**config.mk**
```make
export PLATFORM = sky130hd
export DESIGN_NAME = power_saving_mode_controller
export DESIGN_NICKNAME = d
export VERILOG_FILES = /design/src/verilog/clock_divider.v /design/src/verilog/power_saving_mode_controller.v
export VERILOG_INCLUDE_DIRS = /design/src /design/src/verilog
export SDC_FILE = /design/constraint.sdc
export NUM_CORES = 1
export LEC_CHECK = 0
export ABC_AREA = 1
export BUFFER_PORTS_ARGS = -buffer_cell sky130_fd_sc_hd__buf_2
export CAP_MARGIN = 0
export CELL_PAD_IN_SITES_DETAIL_PLACEMENT = 2
export CELL_PAD_IN_SITES_GLOBAL_PLACEMENT = 2
export CORE_ASPECT_RATIO = 1.5
export CORE_MARGIN = 3
export CORE_UTILIZATION = 29
export DETAILED_ROUTE_END_ITERATION = 10
export PLACE_DENSITY_LB_ADDON = 0.1
export SETUP_SLACK_MARGIN = 0.5
export SLEW_MARGIN = 10
export SYNTH_ARGS = -nofsm -noshare
export SYNTH_HDL_FRONTEND = slang
export SYNTH_HIERARCHICAL = 1
export SYNTH_SLANG_ARGS = --single-unit
```
**constraint.sdc**
```tcl
create_clock -name CLK_I -period 2.7 [get_ports CLK_I]
set_input_delay 0.54 -clock CLK_I [delete_from_list [all_inputs] [get_ports CLK_I]]
set_output_delay 0.54 -clock CLK_I [all_outputs]
set_load 0.02 [all_outputs]
```
**src/verilog/power_mode_regs.vh**
```
// Register offsets, field positions, reset values and timing counts for the power mode controller
`ifndef POWER_MODE_REGS_VH
`define POWER_MODE_REGS_VH
`define PM_ADDR_MISC_CONTROL_ONE 4'h0
`define PM_ADDR_MAIN_CLOCK_STATUS_CONTROL 4'h1
`define PM_ADDR_CPU_CONTROL 4'h2
`define PM_ADDR_STATUS 4'h3
`define PM_ADDR_WAKE_MASK 4'h4
`define PM_MISC_SLOW_ENABLE_BIT 2
`define PM_MISC_DIV_LSB 0
`define PM_MAIN_CLOCK_STATUS_CONTROL_OIE_BIT 0
`define PM_CPU_WDG_HALT_OPT_BIT 0
`define PM_RESET_MISC 8'h00
`define PM_RESET_MAIN_CLOCK_STATUS_CONTROL 8'h00
`define PM_RESET_WAKE_MASK 16'hFFFF
`define PM_WAKE_DELAY_CYCLES 4096
`define PM_NORMAL_DIV_LOG2 1
`define PM_ILEVEL_ENABLED 2'h2
`endif

```
**src/verilog/clock_divider.v**
```verilog
// Programmable oscillator divider giving the CPU and peripheral clock enables
`timescale 1ns/1ns
module clock_divider #(
  parameter WIDTH = 5
) (
  input wire clk_i,
  input wire rst_n_i,
  input wire run_i,
  input wire [2:0] log2_div_i,
  output reg tick_o
);
  reg [WIDTH-1:0] count_q;
  wire [WIDTH-1:0] last_w;

  // Terminal count is divisor minus one
  assign last_w = (({{(WIDTH-1){1'b0}}, 1'b1} << log2_div_i) - {{(WIDTH-1){1'b0}}, 1'b1});

  // Free counter, stopped while oscillator is off
  always @(posedge clk_i) begin
    if (!rst_n_i) begin
      count_q <= {WIDTH{1'b0}};
      tick_o <= 1'b0;
    end else if (!run_i) begin
      count_q <= {WIDTH{1'b0}};
      tick_o <= 1'b0;
    end else if (count_q >= last_w) begin
      count_q <= {WIDTH{1'b0}};
      tick_o <= 1'b1;
    end else begin
      count_q <= count_q + {{(WIDTH-1){1'b0}}, 1'b1};
      tick_o <= 1'b0;
    end
  end
endmodule // clock_divider

```
**src/verilog/power_saving_mode_controller.v**
```verilog
// Power saving mode controller: run, slow, wait, active-halt and halt sequencing
`timescale 1ns/1ns
`include "power_mode_regs.vh"
module power_saving_mode_controller #(
  parameter WAKE_DELAY = `PM_WAKE_DELAY_CYCLES,
  parameter NUM_IRQ = 14
) (
  input wire CLK_I,
  input wire RST_N_I,
  // Classic Wishbone slave
  input wire CYC_I,
  input wire STB_I,
  input wire WE_I,
  input wire [3:0] ADR_I,
  input wire [3:0] SEL_I,
  input wire [31:0] DAT_I,
  output reg [31:0] DAT_O,
  output reg ACK_O,
  output wire ERR_O,
  // CPU core
  input wire WFI_I,
  input wire HALT_I,
  input wire [1:0] CPU_ILEVEL_I,
  input wire [1:0] IRQ_PRIORITY_I,
  output reg CPU_CLK_EN_O,
  output reg PERIPH_CLK_EN_O,
  output reg OSC_RUN_O,
  output reg TIMEBASE_CLK_EN_O,
  output reg ILEVEL_FORCE_O,
  output reg [1:0] ILEVEL_O,
  output reg SERVICE_IRQ_O,
  output reg FETCH_RESET_O,
  output reg PUSH_CC_O,
  // Interrupt sources, watchdog
  input wire [NUM_IRQ-1:0] IRQ_PENDING_I,
  input wire TIMEBASE_IRQ_I,
  input wire WAKE_RESET_I,
  input wire WATCHDOG_ACTIVE_I,
  output reg WATCHDOG_RESET_O,
  output reg [2:0] MODE_O
);
  // Modes
  localparam [2:0] ST_RUN = 3'h0;
  localparam [2:0] ST_WAIT = 3'h1;
  localparam [2:0] ST_ACTIVE_HALT = 3'h2;
  localparam [2:0] ST_HALT = 3'h3;
  localparam [2:0] ST_DELAY = 3'h4;
  localparam integer DELAY_LAST_INT = WAKE_DELAY - 1;
  localparam [12:0] DELAY_LAST = DELAY_LAST_INT[12:0];
  // Reset images of the control words
  localparam [7:0] MISC_RESET = `PM_RESET_MISC;
  localparam [7:0] MAIN_CLOCK_STATUS_CONTROL_RESET = `PM_RESET_MAIN_CLOCK_STATUS_CONTROL;
  localparam [15:0] WAKE_MASK_RESET = `PM_RESET_WAKE_MASK;
  localparam [2:0] NORMAL_LOG2 = `PM_NORMAL_DIV_LOG2;

  reg [2:0] state_q;
  reg [2:0] state_d;
  reg slow_mode_enable_q;
  reg [1:0] slow_divider_select_q;
  reg oscillator_interrupt_enable_q;
  reg watchdog_halt_option_q;
  reg [NUM_IRQ-1:0] wake_mask_q;
  reg [12:0] delay_q;
  reg wake_by_reset_q;
  reg wake_by_reset_d;
  reg clear_delay;
  reg [2:0] log2_div;
  wire cpu_tick;
  wire [NUM_IRQ-1:0] irq_capable;
  wire any_irq;
  wire halt_wake;
  wire active_wake;
  wire bus_req;
  wire resume;
  wire wait_wake;
  wire wr_lane0;
  wire wr_lane1;

  // Divider field to log2 of divisor
  function [2:0] div_log2;
    input slow;
    input [1:0] sel;
    begin
      if (slow) begin
        div_log2 = {1'b0, sel} + 3'h2;
      end else begin
        div_log2 = NORMAL_LOG2;
      end
    end
  endfunction

  // Modes in which the CPU clock runs
  function cpu_runs;
    input [2:0] st;
    begin
      cpu_runs = (st == ST_RUN);
    end
  endfunction

  // Modes in which ordinary peripherals run
  function periph_runs;
    input [2:0] st;
    begin
      periph_runs = (st == ST_RUN) || (st == ST_WAIT);
    end
  endfunction

  // Choice of divisor, slow kept through wait
  always @* begin
    log2_div = div_log2(slow_mode_enable_q, slow_divider_select_q);
  end

  clock_divider #(
    .WIDTH(5)
  ) u_div (
    .clk_i(CLK_I),
    .rst_n_i(RST_N_I),
    .run_i(OSC_RUN_O),
    .log2_div_i(log2_div),
    .tick_o(cpu_tick)
  );

  // Wake sources per halt state
  assign irq_capable = IRQ_PENDING_I & wake_mask_q;
  assign any_irq = |IRQ_PENDING_I;
  assign halt_wake = (|irq_capable) || WAKE_RESET_I;
  assign active_wake = halt_wake || TIMEBASE_IRQ_I;
  // Wait ends on any interrupt, mask ignored
  assign wait_wake = any_irq || TIMEBASE_IRQ_I || WAKE_RESET_I;

  // Mode sequencing
  always @* begin
    state_d = state_q;
    wake_by_reset_d = wake_by_reset_q;
    clear_delay = 1'b0;
    case (state_q)
      ST_RUN: begin
        if (HALT_I) begin
          state_d = oscillator_interrupt_enable_q ? ST_ACTIVE_HALT : ST_HALT;
        end else if (WFI_I) begin
          state_d = ST_WAIT;
        end
      end
      ST_WAIT: begin
        if (wait_wake) begin
          state_d = ST_RUN;
          wake_by_reset_d = WAKE_RESET_I;
        end
      end
      ST_ACTIVE_HALT: begin
        if (active_wake) begin
          state_d = ST_DELAY;
          wake_by_reset_d = WAKE_RESET_I;
          clear_delay = 1'b1;
        end
      end
      ST_HALT: begin
        if (halt_wake) begin
          state_d = ST_DELAY;
          wake_by_reset_d = WAKE_RESET_I;
          clear_delay = 1'b1;
        end
      end
      ST_DELAY: begin
        if (cpu_tick && delay_q == DELAY_LAST) begin
          state_d = ST_RUN;
        end
      end
      default: begin
        state_d = ST_RUN;
      end
    endcase
  end

  // State and wake cause
  always @(posedge CLK_I) begin
    if (!RST_N_I) begin
      state_q <= ST_RUN;
      wake_by_reset_q <= 1'b0;
    end else begin
      state_q <= state_d;
      wake_by_reset_q <= wake_by_reset_d;
    end
  end

  // Wake delay counter, CPU cycles
  always @(posedge CLK_I) begin
    if (!RST_N_I) begin
      delay_q <= 13'h0000;
    end else begin
      if (clear_delay) begin
        delay_q <= 13'h0000;
      end else if (state_q == ST_DELAY && cpu_tick) begin
        delay_q <= delay_q + 13'h0001;
      end
    end
  end

  // CPU restarts in this cycle
  assign resume = !cpu_runs(state_q) && cpu_runs(state_d);

  // Mode report and oscillator control
  always @(posedge CLK_I) begin
    if (!RST_N_I) begin
      MODE_O <= ST_RUN;
      OSC_RUN_O <= 1'b1;
    end else begin
      MODE_O <= state_d;
      OSC_RUN_O <= (state_d != ST_HALT);
    end
  end

  // Clock enables per mode
  always @(posedge CLK_I) begin
    if (!RST_N_I) begin
      CPU_CLK_EN_O <= 1'b0;
      PERIPH_CLK_EN_O <= 1'b0;
      TIMEBASE_CLK_EN_O <= 1'b0;
    end else begin
      CPU_CLK_EN_O <= cpu_runs(state_d) && cpu_tick;
      PERIPH_CLK_EN_O <= periph_runs(state_d) && cpu_tick;
      TIMEBASE_CLK_EN_O <= (state_d != ST_HALT) && cpu_tick;
    end
  end

  // Level forced to 10 on entry, routine priority on resume by interrupt, 10 on resume by reset
  always @(posedge CLK_I) begin
    if (!RST_N_I) begin
      ILEVEL_FORCE_O <= 1'b0;
      ILEVEL_O <= 2'h0;
    end else begin
      ILEVEL_FORCE_O <= cpu_runs(state_q) && !cpu_runs(state_d);
      if (resume && !wake_by_reset_d) begin
        ILEVEL_O <= IRQ_PRIORITY_I;
      end else begin
        ILEVEL_O <= `PM_ILEVEL_ENABLED;
      end
    end
  end

  // Resume: reset vector or interrupt service with CC push
  always @(posedge CLK_I) begin
    if (!RST_N_I) begin
      SERVICE_IRQ_O <= 1'b0;
      FETCH_RESET_O <= 1'b0;
      PUSH_CC_O <= 1'b0;
    end else begin
      FETCH_RESET_O <= resume && wake_by_reset_d;
      SERVICE_IRQ_O <= resume && !wake_by_reset_d;
      PUSH_CC_O <= resume && !wake_by_reset_d;
    end
  end

  // Watchdog on halt: option bit, none in active-halt
  always @(posedge CLK_I) begin
    if (!RST_N_I) begin
      WATCHDOG_RESET_O <= 1'b0;
    end else begin
      WATCHDOG_RESET_O <= (state_q == ST_RUN) && HALT_I && WATCHDOG_ACTIVE_I &&
                          !oscillator_interrupt_enable_q && !watchdog_halt_option_q;
    end
  end

  // Wishbone register writes
  assign bus_req = CYC_I && STB_I && !ACK_O;
  assign ERR_O = 1'b0;
  assign wr_lane0 = bus_req && WE_I && SEL_I[0];
  assign wr_lane1 = bus_req && WE_I && SEL_I[1];

  // Acknowledge one cycle after the request is taken
  always @(posedge CLK_I) begin
    if (!RST_N_I) begin
      ACK_O <= 1'b0;
    end else begin
      ACK_O <= bus_req;
    end
  end

  // Control register writes
  always @(posedge CLK_I) begin
    if (!RST_N_I) begin
      slow_mode_enable_q <= MISC_RESET[`PM_MISC_SLOW_ENABLE_BIT];
      slow_divider_select_q <= MISC_RESET[`PM_MISC_DIV_LSB +: 2];
      oscillator_interrupt_enable_q <= MAIN_CLOCK_STATUS_CONTROL_RESET[`PM_MAIN_CLOCK_STATUS_CONTROL_OIE_BIT];
      watchdog_halt_option_q <= 1'b1;
      wake_mask_q <= WAKE_MASK_RESET[NUM_IRQ-1:0];
    end else begin
      if (wr_lane0) begin
        case (ADR_I)
          `PM_ADDR_MISC_CONTROL_ONE: begin
            slow_mode_enable_q <= DAT_I[`PM_MISC_SLOW_ENABLE_BIT];
            slow_divider_select_q <= DAT_I[`PM_MISC_DIV_LSB +: 2];
          end
          `PM_ADDR_MAIN_CLOCK_STATUS_CONTROL: begin
            oscillator_interrupt_enable_q <= DAT_I[`PM_MAIN_CLOCK_STATUS_CONTROL_OIE_BIT];
          end
          `PM_ADDR_CPU_CONTROL: begin
            watchdog_halt_option_q <= DAT_I[`PM_CPU_WDG_HALT_OPT_BIT];
          end
          `PM_ADDR_WAKE_MASK: begin
            wake_mask_q[7:0] <= DAT_I[7:0];
          end
          default: begin
          end
        endcase
      end
      if (wr_lane1 && ADR_I == `PM_ADDR_WAKE_MASK) begin
        wake_mask_q[NUM_IRQ-1:8] <= DAT_I[NUM_IRQ-1:8];
      end
    end
  end

  // Wishbone read data, unmapped reads zero
  always @(posedge CLK_I) begin
    if (!RST_N_I) begin
      DAT_O <= 32'h00000000;
    end else if (bus_req && !WE_I) begin
      case (ADR_I)
        `PM_ADDR_MISC_CONTROL_ONE: DAT_O <= {29'h0, slow_mode_enable_q, slow_divider_select_q};
        `PM_ADDR_MAIN_CLOCK_STATUS_CONTROL: DAT_O <= {31'h0, oscillator_interrupt_enable_q};
        `PM_ADDR_CPU_CONTROL: DAT_O <= {31'h0, watchdog_halt_option_q};
        `PM_ADDR_STATUS: DAT_O <= {16'h0, CPU_ILEVEL_I, 1'b0, delay_q[12:0]} | {29'h0, state_q};
        `PM_ADDR_WAKE_MASK: DAT_O <= {{(32-NUM_IRQ){1'b0}}, wake_mask_q};
        default: DAT_O <= 32'h00000000;
      endcase
    end
  end
endmodule // power_saving_mode_controller

```
-- Word-level counts from Yosys, hierarchy flattened
Index checks and enable logic that the tools add are counted.
- register bits: 85
- input port bits: 68
- word-level logic and storage cells: 108
- $add $sub $neg: 4
- magnitude comparators: 1
- eq/ne operators: 11
- shift operators: 1
- mux-type cells: 19
- bitwise logic cells: 4
- reductions and logical operators: 45
- operators by type and width (cell ; number):
    case mux 16 bit (5 select lines) ; 1
    OR reduction 14 bit ; 2
    two-way mux 3 bit ; 7
    logical AND 1 bit ; 20
    bitwise OR 16 x 3 -> 16 bit ; 1
    case mux 3 bit (5 select lines) ; 1
    AND 14 bit ; 1
    adder 13 x 1 -> 13 bit, second input constant ; 1
    == test 13 x 12 -> 1 bit, second input constant ; 1
    AND reduction 2 bit ; 6
    == test 4 x 2 -> 1 bit, second input constant ; 2
    logical NOT 1 bit ; 7
    two-way mux 1 bit ; 7
    == test 3 x 1 -> 1 bit, second input constant ; 2
    == test 3 x 2 -> 1 bit, second input constant ; 2
    logical NOT 3 bit ; 2
    adder 5 x 1 -> 5 bit, second input constant ; 1
    greater-or-equal comparator 5 bit ; 1
    logical OR 1 bit ; 5
    left shift 1 x 3 -> 5 bit, first input constant ; 1
    subtractor 5 x 1 -> 5 bit, second input constant ; 1
    == test 4 x 1 -> 1 bit, second input constant ; 1
    == test 4 x 3 -> 1 bit, second input constant ; 1
    logical NOT 4 bit ; 1
    other kinds (9) ; 10

-- Longest topological paths before layout
Gate-level depths: netlist of the first run.
- depth after elaboration: 10
- depth in mapped cells: 12
- mapped depth without buffers: 12

-- Modules after synthesis
Netlist of the first run, hierarchy kept.
- modules (own cells, without submodules) (module ; times used ; cells each ; area an instance (sq um) ; sequential area each (sq um)):
    power_saving_mode_controller ; 1 ; 441 ; 3049.2 ; 1261.2
    clock_divider ; 1 ; 47 ; 365.4 ; 120.1

-- Least setup slack after synthesis of the first run
Ideal clock, no wire load.
- path type: input-to-reg
- from: in IRQ_PENDING_I[6]
- to: reg ILEVEL_O[1]
- arrival: 1.550 ns
- data required time: 2.572 ns
- slack: 1.023 ns
- cell stages on the path: 12
- path buffers: 0
- path through: nand2_1 -> nand2_1 -> nor2_1 -> nand2_1 -> nor2_2 -> nand3_1 -> nand2_1 -> nand3_1 -> nor2_2 -> nand3_2 -> nor2_1 -> nor2_1
- longest elaborated chain between the ends: 10
- elaborated cells on any way between the ends: 20
- classes of those cells: 9 x mux; 1 x bitwise; 10 x reduce/logical
- RTL lines (element ; RTL line ; source):
    start, declared ; power_saving_mode_controller.v:35 ; input wire [NUM_IRQ-1:0] IRQ_PENDING_I,
    AND 14 bit ; power_saving_mode_controller.v:124 ; assign irq_capable = IRQ_PENDING_I & wake_mask_q;
    OR reduction 14 bit ; power_saving_mode_controller.v:126 ; assign halt_wake = (|irq_capable) || WAKE_RESET_I;
    logical OR 1 bit ; power_saving_mode_controller.v:126 ;
    logical OR 1 bit ; power_saving_mode_controller.v:127 ; assign active_wake = halt_wake || TIMEBASE_IRQ_I;
    two-way mux 3 bit ; power_saving_mode_controller.v:151 ; if (active_wake) begin
    case mux 3 bit (5 select lines) ; power_saving_mode_controller.v:136 ; case (state_q)
    logical NOT 3 bit ; power_saving_mode_controller.v:96 ; cpu_runs = (st == ST_RUN);
    logical AND 1 bit ; power_saving_mode_controller.v:200 ; assign resume = !cpu_runs(state_q) && cpu_runs(state_d);
    logical AND 1 bit (*) ; power_saving_mode_controller.v:233 ; if (resume && !wake_by_reset_d) begin
    two-way mux 2 bit (*) ; power_saving_mode_controller.v:233 ;
    end signal, assigned ; power_saving_mode_controller.v:236 ; ILEVEL_O <= `PM_ILEVEL_ENABLED;
    end, declared ; power_saving_mode_controller.v:30 ; output reg [1:0] ILEVEL_O,
Every way passes the cells marked *; elsewhere a longest branch is shown, timed or not.
A chain may end at the register's enable or synchronous reset.

-- Worst setup path after layout of the first run
- from: reg slow_mode_enable_q, in the netlist div_log2.slow
- to: reg u_div.count_q[4]
- longest elaborated chain between the ends: 5
- RTL lines (element ; RTL line ; source):
    start, declared ; power_saving_mode_controller.v:58 ; reg slow_mode_enable_q;
    start signal, assigned ; power_saving_mode_controller.v:282 ; slow_mode_enable_q <= MISC_RESET[`PM_MISC_SLOW_ENABLE_BIT];
    start signal, assigned ; power_saving_mode_controller.v:291 ; slow_mode_enable_q <= DAT_I[`PM_MISC_SLOW_ENABLE_BIT];
    two-way mux 3 bit ; power_saving_mode_controller.v:84 ; if (slow) begin
    net log2_div[0] ; power_saving_mode_controller.v:67 ; reg [2:0] log2_div;
    left shift 1 x 3 -> 5 bit ; clock_divider.v:16 ; assign last_w = (({{(WIDTH-1){1'b0}}, 1'b1} << log2_div_i) - {{(WIDTH-1){1'b0}}, 1'b1});
    subtractor 5 x 1 -> 5 bit ; clock_divider.v:16 ;
    greater-or-equal comparator 5 bit ; clock_divider.v:26 ; end else if (count_q >= last_w) begin
    OR reduction 3 bit (no source line) ; n/a ;
    end signal, assigned ; clock_divider.v:21 ; count_q <= {WIDTH{1'b0}};
    end signal, assigned ; clock_divider.v:27 ; count_q <= {WIDTH{1'b0}};
    end signal, assigned ; clock_divider.v:30 ; count_q <= count_q + {{(WIDTH-1){1'b0}}, 1'b1};
    end, declared ; clock_divider.v:12 ; reg [WIDTH-1:0] count_q;
The timed path passes the listed nets, and every way through them passes these cells.

==> flow_summary.ini, run 1 <==
[status]
outcome = finished, final reports clean

[placed_design]
gp_congestion = 0.777
numPortBuffers = 78
dp_hpwl_mm = 9.23

[worst_setup_path]
cp_max_fo = 5
crit_required_ns = 2.97
critPathArrivalTime_ns = 2.15
reg2reg_slack_ns = 0.82
path_buf_inv = 1
timing.rr.start = div_log2.slow
start_kind = flip-flop
critPathMaxStageDelay_ns = 0.33
critical-path-top-delay-family = simple AND/OR/NAND/NOR gates
cp_cell_sequence = inv_1, or2_2, o21ai_0, ha_1, nand2_1, nor2_1, nand2_1, nand4_2, nor2_1
reg2reg_depth = 9
path_class = reg -> reg
r2r-end = u_div/count_q[4]
critPathCaptureType = flip-flop
critPathSlowestCell = dfxtp_1

[yosys]
syn_area_um2 = 3410
muxShareOfSynthArea_pct = 0
synth_compound_area_share_pct = 7.40
synth-simple-area-share_pct = 36.0
synthAdderAreaFrac_pct = 2.57
netlist_instances = 488
synth-xor-area-share_pct = 2.05
yosys_warnings = 6
synth_flop_cell = dfxtp_1
ys_seq_area_share_pct = 40.5
synth-edff-count = 0
synth-seq-cells = 69
avgSynthCellArea_um2 = 7.00
async_reset_ff_share_pct = 0
synth.distinct_cells = 35
synth_top_family_by_area = simple AND/OR/NAND/NOR gates

[grt]
top_usage_layer = met2
use_met1_pct = 19.1
grt_max_degree = 23
grt_pass1_vias = 3750
grt_pass1_wl_mm = 18.7
grt_usage_pct = 18.4
grt_use_met2_pct = 35.4
gr-total-overflow = 0
grt_util_met3_pct = 4.02
grt_antenna_before_repair = 0

[run]
cap_viol_max_count = 0

[min_path]
min_path_cells = 3
hold_class = in -> reg
worst_hold_path.endpoint = wake_mask_q[8]
hold_start = DAT_I[8]

[cts]
cts_buffers = 9
cts.sinks = 69
cts_hold_buf = 0
cts_tree = built
worstSkewPairLatency_ns = 0.34
clockRootBuffer = clkbuf_16
clock_path_buffers = 2
clkTransAtPathRegs_ns = 0.06
htreeDepth = 3

[finish]
final_cell_mix = nand2_1, buf_2, dfxtp_1
antenna_cells = 0
num-nets-final = 645
final_common_cell = nand2_1
layout-drive-gt1-share_pct = 21.4
area_delta_synth_final_pct = 23.4
nFillCells = 1412

[routing]
routedWlPerCell_um = 15.8
first_pass_iters = 4
drt-total-wl_mm = 11.4
antenna_left = 0
drt_iter0_markers = 68
vias_per_cell = 4.69
vias = 3383
drc = 0

[power_and_ir_drop]
power_density_nw_per_um2 = 638
ir_drop_v = 0.000289
leakage_nw = 1.91

[die]
die_y_um = 139
initial_utilization_pct = 30.2
std_cell_rows = 47
dieArea_um2 = 13100
dieWidth_um = 94.6
io_pins = 116
core_area_um2 = 11300

[timing]
fin_hold_ws_ns = 0.402
skew_ns = 0.00735
report.final.slew_viol_count = 0
rsz0062_at_grt = false
fin_crit_sh_pct = 69.5
fmax_mhz = 533
setup_violations = 0
timing.setup.tns_ns = 0
min_period_ns = 1.88
hold_viol_final = 0
[where the power goes]
group / switching [mW] / total [mW] / internal (mW)
sequential: 0.0355 / 1.10 / 1.06
clock: 0.464 / 1.20 / 0.736
combinational: 0.266 / 0.389 / 0.123
[timing repair]
action / in CTS / in global routing
gates resized for setup: 0 / 1
setup buffers: 0 / 0
endpoints found under the setup margin: 0 / 4
[logic make-up after synthesis]
kind of cell / Yosys count
AO/OA/AOI/OAI: 45
XOR/XNOR: 8
adder cells (fa/ha/maj): 7
buffers and inverters: 85
flip-flops: 69
other: 1
AND/OR/NAND/NOR: 273
[synth_stat cells, types with 2 or more instances]
| cell type | number | area, um2 |
|---|---|---|
| o211ai_1 | 3 | 22.5 |
| a31oi_1 | 11 | 68.8 |
| buf_4 | 18 | 135 |
| dfxtp_1 | 69 | 1380 |
| nor2_2 | 3 | 18.8 |
| clkbuf_1 | 6 | 22.5 |
| xnor2_1 | 2 | 17.5 |
| nand4_1 | 4 | 25.0 |
| nor2_4 | 2 | 22.5 |
| ha_1 | 7 | 87.6 |
| inv_2 | 4 | 15.0 |
| nand3_1 | 32 | 160 |
| xor2_1 | 6 | 52.6 |
| a21oi_1 | 16 | 80.1 |
| nor3b_1 | 2 | 15.0 |
| nor4_1 | 2 | 12.5 |
| inv_1 | 54 | 203 |
| nor3_1 | 13 | 65.1 |
| nor3_2 | 5 | 50.1 |
| nand2_1 | 140 | 526 |
| nand2_2 | 3 | 18.8 |
| buf_2 | 3 | 15.0 |
| or2_0 | 2 | 12.5 |
| o21ai_0 | 13 | 65.1 |
| nor2_1 | 58 | 218 |
[layer usage]
metal  vias to the layer above  share of wire (%)
li1                       1679                  -
met1                      1627                 38
met2                        58                 56
met3                        19                3.4
met4                         0                2.2
met5                         -                  0
[worst max path at each step]
stage | slack (ns) | cells after the start | endpoint | from
finish | 0.82 | 9 | u_div/count_q[4] | div_log2.slow
global route | 0.57 | 12 | ILEVEL_O[1] | wake_mask_q[5]
CTS | 0.68 | 9 | delay_q[2] | wake_mask_q[5]
detailed placement | 0.39 | 10 | delay_q[2] | IRQ_PENDING_I[4]
global placement | 0.51 | 10 | delay_q[8] | IRQ_PENDING_I[7]
floorplan | 1.02 | 12 | ILEVEL_O[1] | IRQ_PENDING_I[6]
[stage by stage]
stage	instances	instance area (um2)	utilization (%)	power [mW]	setup WS, ns
after global routing	722	4210	37.3	2.83	0.570
final	722	4210	37.3	2.69	0.823
after CTS	722	4210	37.3	2.74	0.683
after floorplan	504	3470	-	1.39	1.02
after global placement	706	3910	34.6	1.50	0.508
after detailed placement	706	3910	34.6	1.52	0.392
[sequential cells by signal, summed over array words and instances, names as in the netlist, 2 cells and up]
name and count:
div_log2.sel 2, u_div/count_q 5, DAT_O 16, MODE_O 3
wake_mask_q 14, ILEVEL_O 2, delay_q 13
[worst reg2reg max path: cells and delay by family, from the launching register on]
kind	cells	cell delay [ns]
DFF	1	0.33
and+or+nand+nor	6	0.84
AOI/OAI and AO/OA	1	0.25
buffers and inverters	1	0.08
adders and majority gates	1	0.31
[cell type report]
class,instances,area (um2),share of cell area [%]
sequential,69,1380,32.8
timing repair buffer,82,420,9.98
tap,147,184,4.37
multi-input combinational,350,1710,40.5
clock buffer,10,239,5.67
inverter,58,218,5.17
clock inverter,6,62.6,1.49
Power figures use the tool's default switching activity.
==> run 2: changes to the inputs <==
ABC_AREA = 0   (was 1)
clock period = 1.96 ns   (was 2.7 ns; I/O delays follow)
==> run 2 against run 1 <==
  * Synthesized area shrank 3.0%
  * Critical path type unchanged
  * First-iteration DRC count rose by 75%
  * Largest cell class unchanged
  * Combinational power rose by 120%
  * Highest routed layer unchanged
  * Clock power rose by 39%
  * Worst setup slack lost 0.62 ns
  * Clock-buffer cell count unchanged
==> flow_summary.ini, run 2 <==
[routing]
routedWlPerCell_um = 20.6
drt-total-wl_mm = 13.2
first_pass_iters = 4
antenna_left = 0
drc = 0
drt_iter0_markers = 119
vias_per_cell = 5.08
vias = 3263

[timing]
timing.setup.tns_ns = 0
fin_crit_sh_pct = 89.6
fmax_mhz = 569
report.final.slew_viol_count = 0
fin_hold_ws_ns = 0.266
min_period_ns = 1.76
skew_ns = 0.0119
worst_slew_pin_slew_ns = 0.513
hold_viol_final = 0
slew-limit-headroom_pct = 65.8
setup_violations = 0
rsz0062_at_grt = true

[run]
cap_viol_max_count = 0

[yosys]
synth_commonest_cells = dfxtp_1, nor2_1, nand2_1
synth.distinct_cells = 52
synth.largest_area_cell = dfxtp_1
synth.area.top_cells = dfxtp_1, mux2i_1, nor2_1
netlist_instances = 365
synth_flop_cell = dfxtp_1
syn_area_um2 = 3310
yosysMostFrequentCell = dfxtp_1
synth_top_cell_area_share_pct = 41.7
synth-seq-cells = 69
synth-edff-count = 0
yosys_warnings = 6
avgSynthCellArea_um2 = 9.07
async_reset_ff_share_pct = 0
ys_seq_area_share_pct = 41.7

[placed_design]
gp_congestion = 0.768
dp_hpwl_mm = 8.76
numPortBuffers = 78

[finish]
final_cell_mix = buf_2, dfxtp_1, buf_4
layout-drive-gt1-share_pct = 51.9
num-nets-final = 565
area_delta_synth_final_pct = 53.9
regMostFlops = DAT_O
antenna_cells = 0
largest_reg_flops = 16
final_common_cell = buf_2
reg_top3 = DAT_O (16), wake_mask_q (14), delay_q (13)

[die]
std_cell_rows = 47
initial_utilization_pct = 29.8
die_y_um = 137
dieWidth_um = 93.3
io_pins = 116
dieArea_um2 = 12800
core_area_um2 = 11100

[power_and_ir_drop]
p_clk_share_pct = 41.2
ir_drop_v = 0.000359
power_density_nw_per_um2 = 794
p_seq_share_pct = 37.6
p_int_mw = 2.86
p_comb_share_pct = 21.2
leakage_nw = 2.18
switchingPower_mw = 1.19
p_sw_share_pct = 29.3

[grt]
grt_antenna_before_repair = 0
grt_util_met3_pct = 3.96
grt_usage_pct = 20.4
grt_pass1_vias = 3514
top_usage_layer = met2
use_met1_pct = 22.8
grt_pass1_wl_mm = 19.6
grt_max_degree = 24
grt_use_met2_pct = 38.1
gr-total-overflow = 0

[worst_setup_path]
path_class = reg -> reg
path_buf_inv = 0
critPathArrivalTime_ns = 2.05
cp_cell_sequence = nand4_1, or4_4, and3_4, a2111oi_4, and2_1
critPathMaxStageDelay_ns = 0.56
cp_max_fo = 6
critPathCaptureType = flip-flop
critical-path-top-delay-family = simple AND/OR/NAND/NOR gates
start_kind = flip-flop
crit_required_ns = 2.25
critPathSlowestCell = or4_4

[cts]
cts_buffers = 9
cts.sinks = 69
cts_tree = built
clockRootBuffer = clkbuf_16
worstSkewPairLatency_ns = 0.34
clock_path_buffers = 2
htreeDepth = 3
cts_hold_buf = 0
clkTransAtPathRegs_ns = 0.06

[status]
outcome = finished, final reports clean

[min_path]
hold_class = in -> reg
run 2: cell count changes in the layout (fill, tap and decap cells not counted), sizes merged, moves of 7 or more:
cell    change
a31oi      -11
nor3b       +8
nand2     -110
a21oi       -8
xnor2       +8
nand3      -17
nor2       -23
mux2i      +17
a21boi      +7
and2        +8
buf        +48
a221oi     +11
inv        -52
run 2: worst register-to-register path, delay by kind of cell (launching register included):
| family | cells | cell delay, ns |
|---|---|---|
| simple gates | 4 | 1.11 |
| compound gates | 1 | 0.21 |
| flops | 1 | 0.39 |
run 2: through the flow:
stage | worst slack, ns | total power, mW | util (%) | area, um2 | cells
after floorplan | 0.264 | 1.96 | - | 3640 | 381
after global placement | 0.161 | 2.17 | 36.7 | 4080 | 588
after detailed placement | 0.113 | 2.19 | 36.7 | 4080 | 588
after CTS | 0.175 | 3.96 | 43.0 | 4780 | 626
after global routing | 0.113 | 4.24 | 45.9 | 5100 | 642
final | 0.203 | 4.05 | 45.9 | 5100 | 642
run 2: area by class of cell:
type / instances / area [um2]
fill: 1192 / 6020
multi-input combinational: 273 / 2280
sequential: 69 / 1440
timing repair buffer: 130 / 857
clock buffer: 10 / 239
tap: 147 / 184
clock inverter: 6 / 62.6
inverter: 7 / 35.0
run 2: logic make-up (layout without fill, tap and decap cells):
group / Yosys count / after routing / synth area share, %
adder cells (fa/ha/maj): 7 / 7 / 2.64
multiplexers: 21 / 21 / 6.84
AO/OA/AOI/OAI: 53 / 54 / 12.4
buffers and inverters: 41 / 153 / 7.33
flip-flops: 69 / 69 / 41.7
XOR/XNOR: 15 / 15 / 3.97
other: 1 / 17 / 0.113
AND/OR/NAND/NOR: 158 / 159 / 25.0
run 2: path summary, 6_finish.rpt:
check                                             from               end  slack, ns  cells after the start
worst max-delay path                        delay_q[7]      CPU_CLK_EN_O       0.20                      5
worst min-delay path                         DAT_I[10]   wake_mask_q[10]       0.27                      3
worst max register to register              delay_q[7]      CPU_CLK_EN_O       0.20                      5
worst min register to register  watchdog_halt_option_q  WATCHDOG_RESET_O       0.46                      1
run 2: repair_timing:
| item | 4_1_cts | 5_1_grt |
|---|---|---|
| hold endpoints to repair | 0 | 0 |
| resized for setup | 50 | 51 |
| pin swaps | 22 | 35 |
| cloned | 1 | 1 |
| buffers inserted | 21 | 15 |
| setup endpoints to repair | 46 | 56 |
run 2: routing by layer:
layer  routed length, um  vias up
li1                    -     1529
met1                4930     1639
met2                7490       77
met3                 505       18
met4                 322        0
met5                   0        -
run 2: power by group through the flow:
stage	sequential (mW)	combinational [mW]	clock, mW
floorplan	1.58	0.375	0
global placement	1.56	0.609	0
detailed placement	1.56	0.628	0
CTS	1.52	0.752	1.69
global route	1.53	0.932	1.77
finish	1.52	0.859	1.67
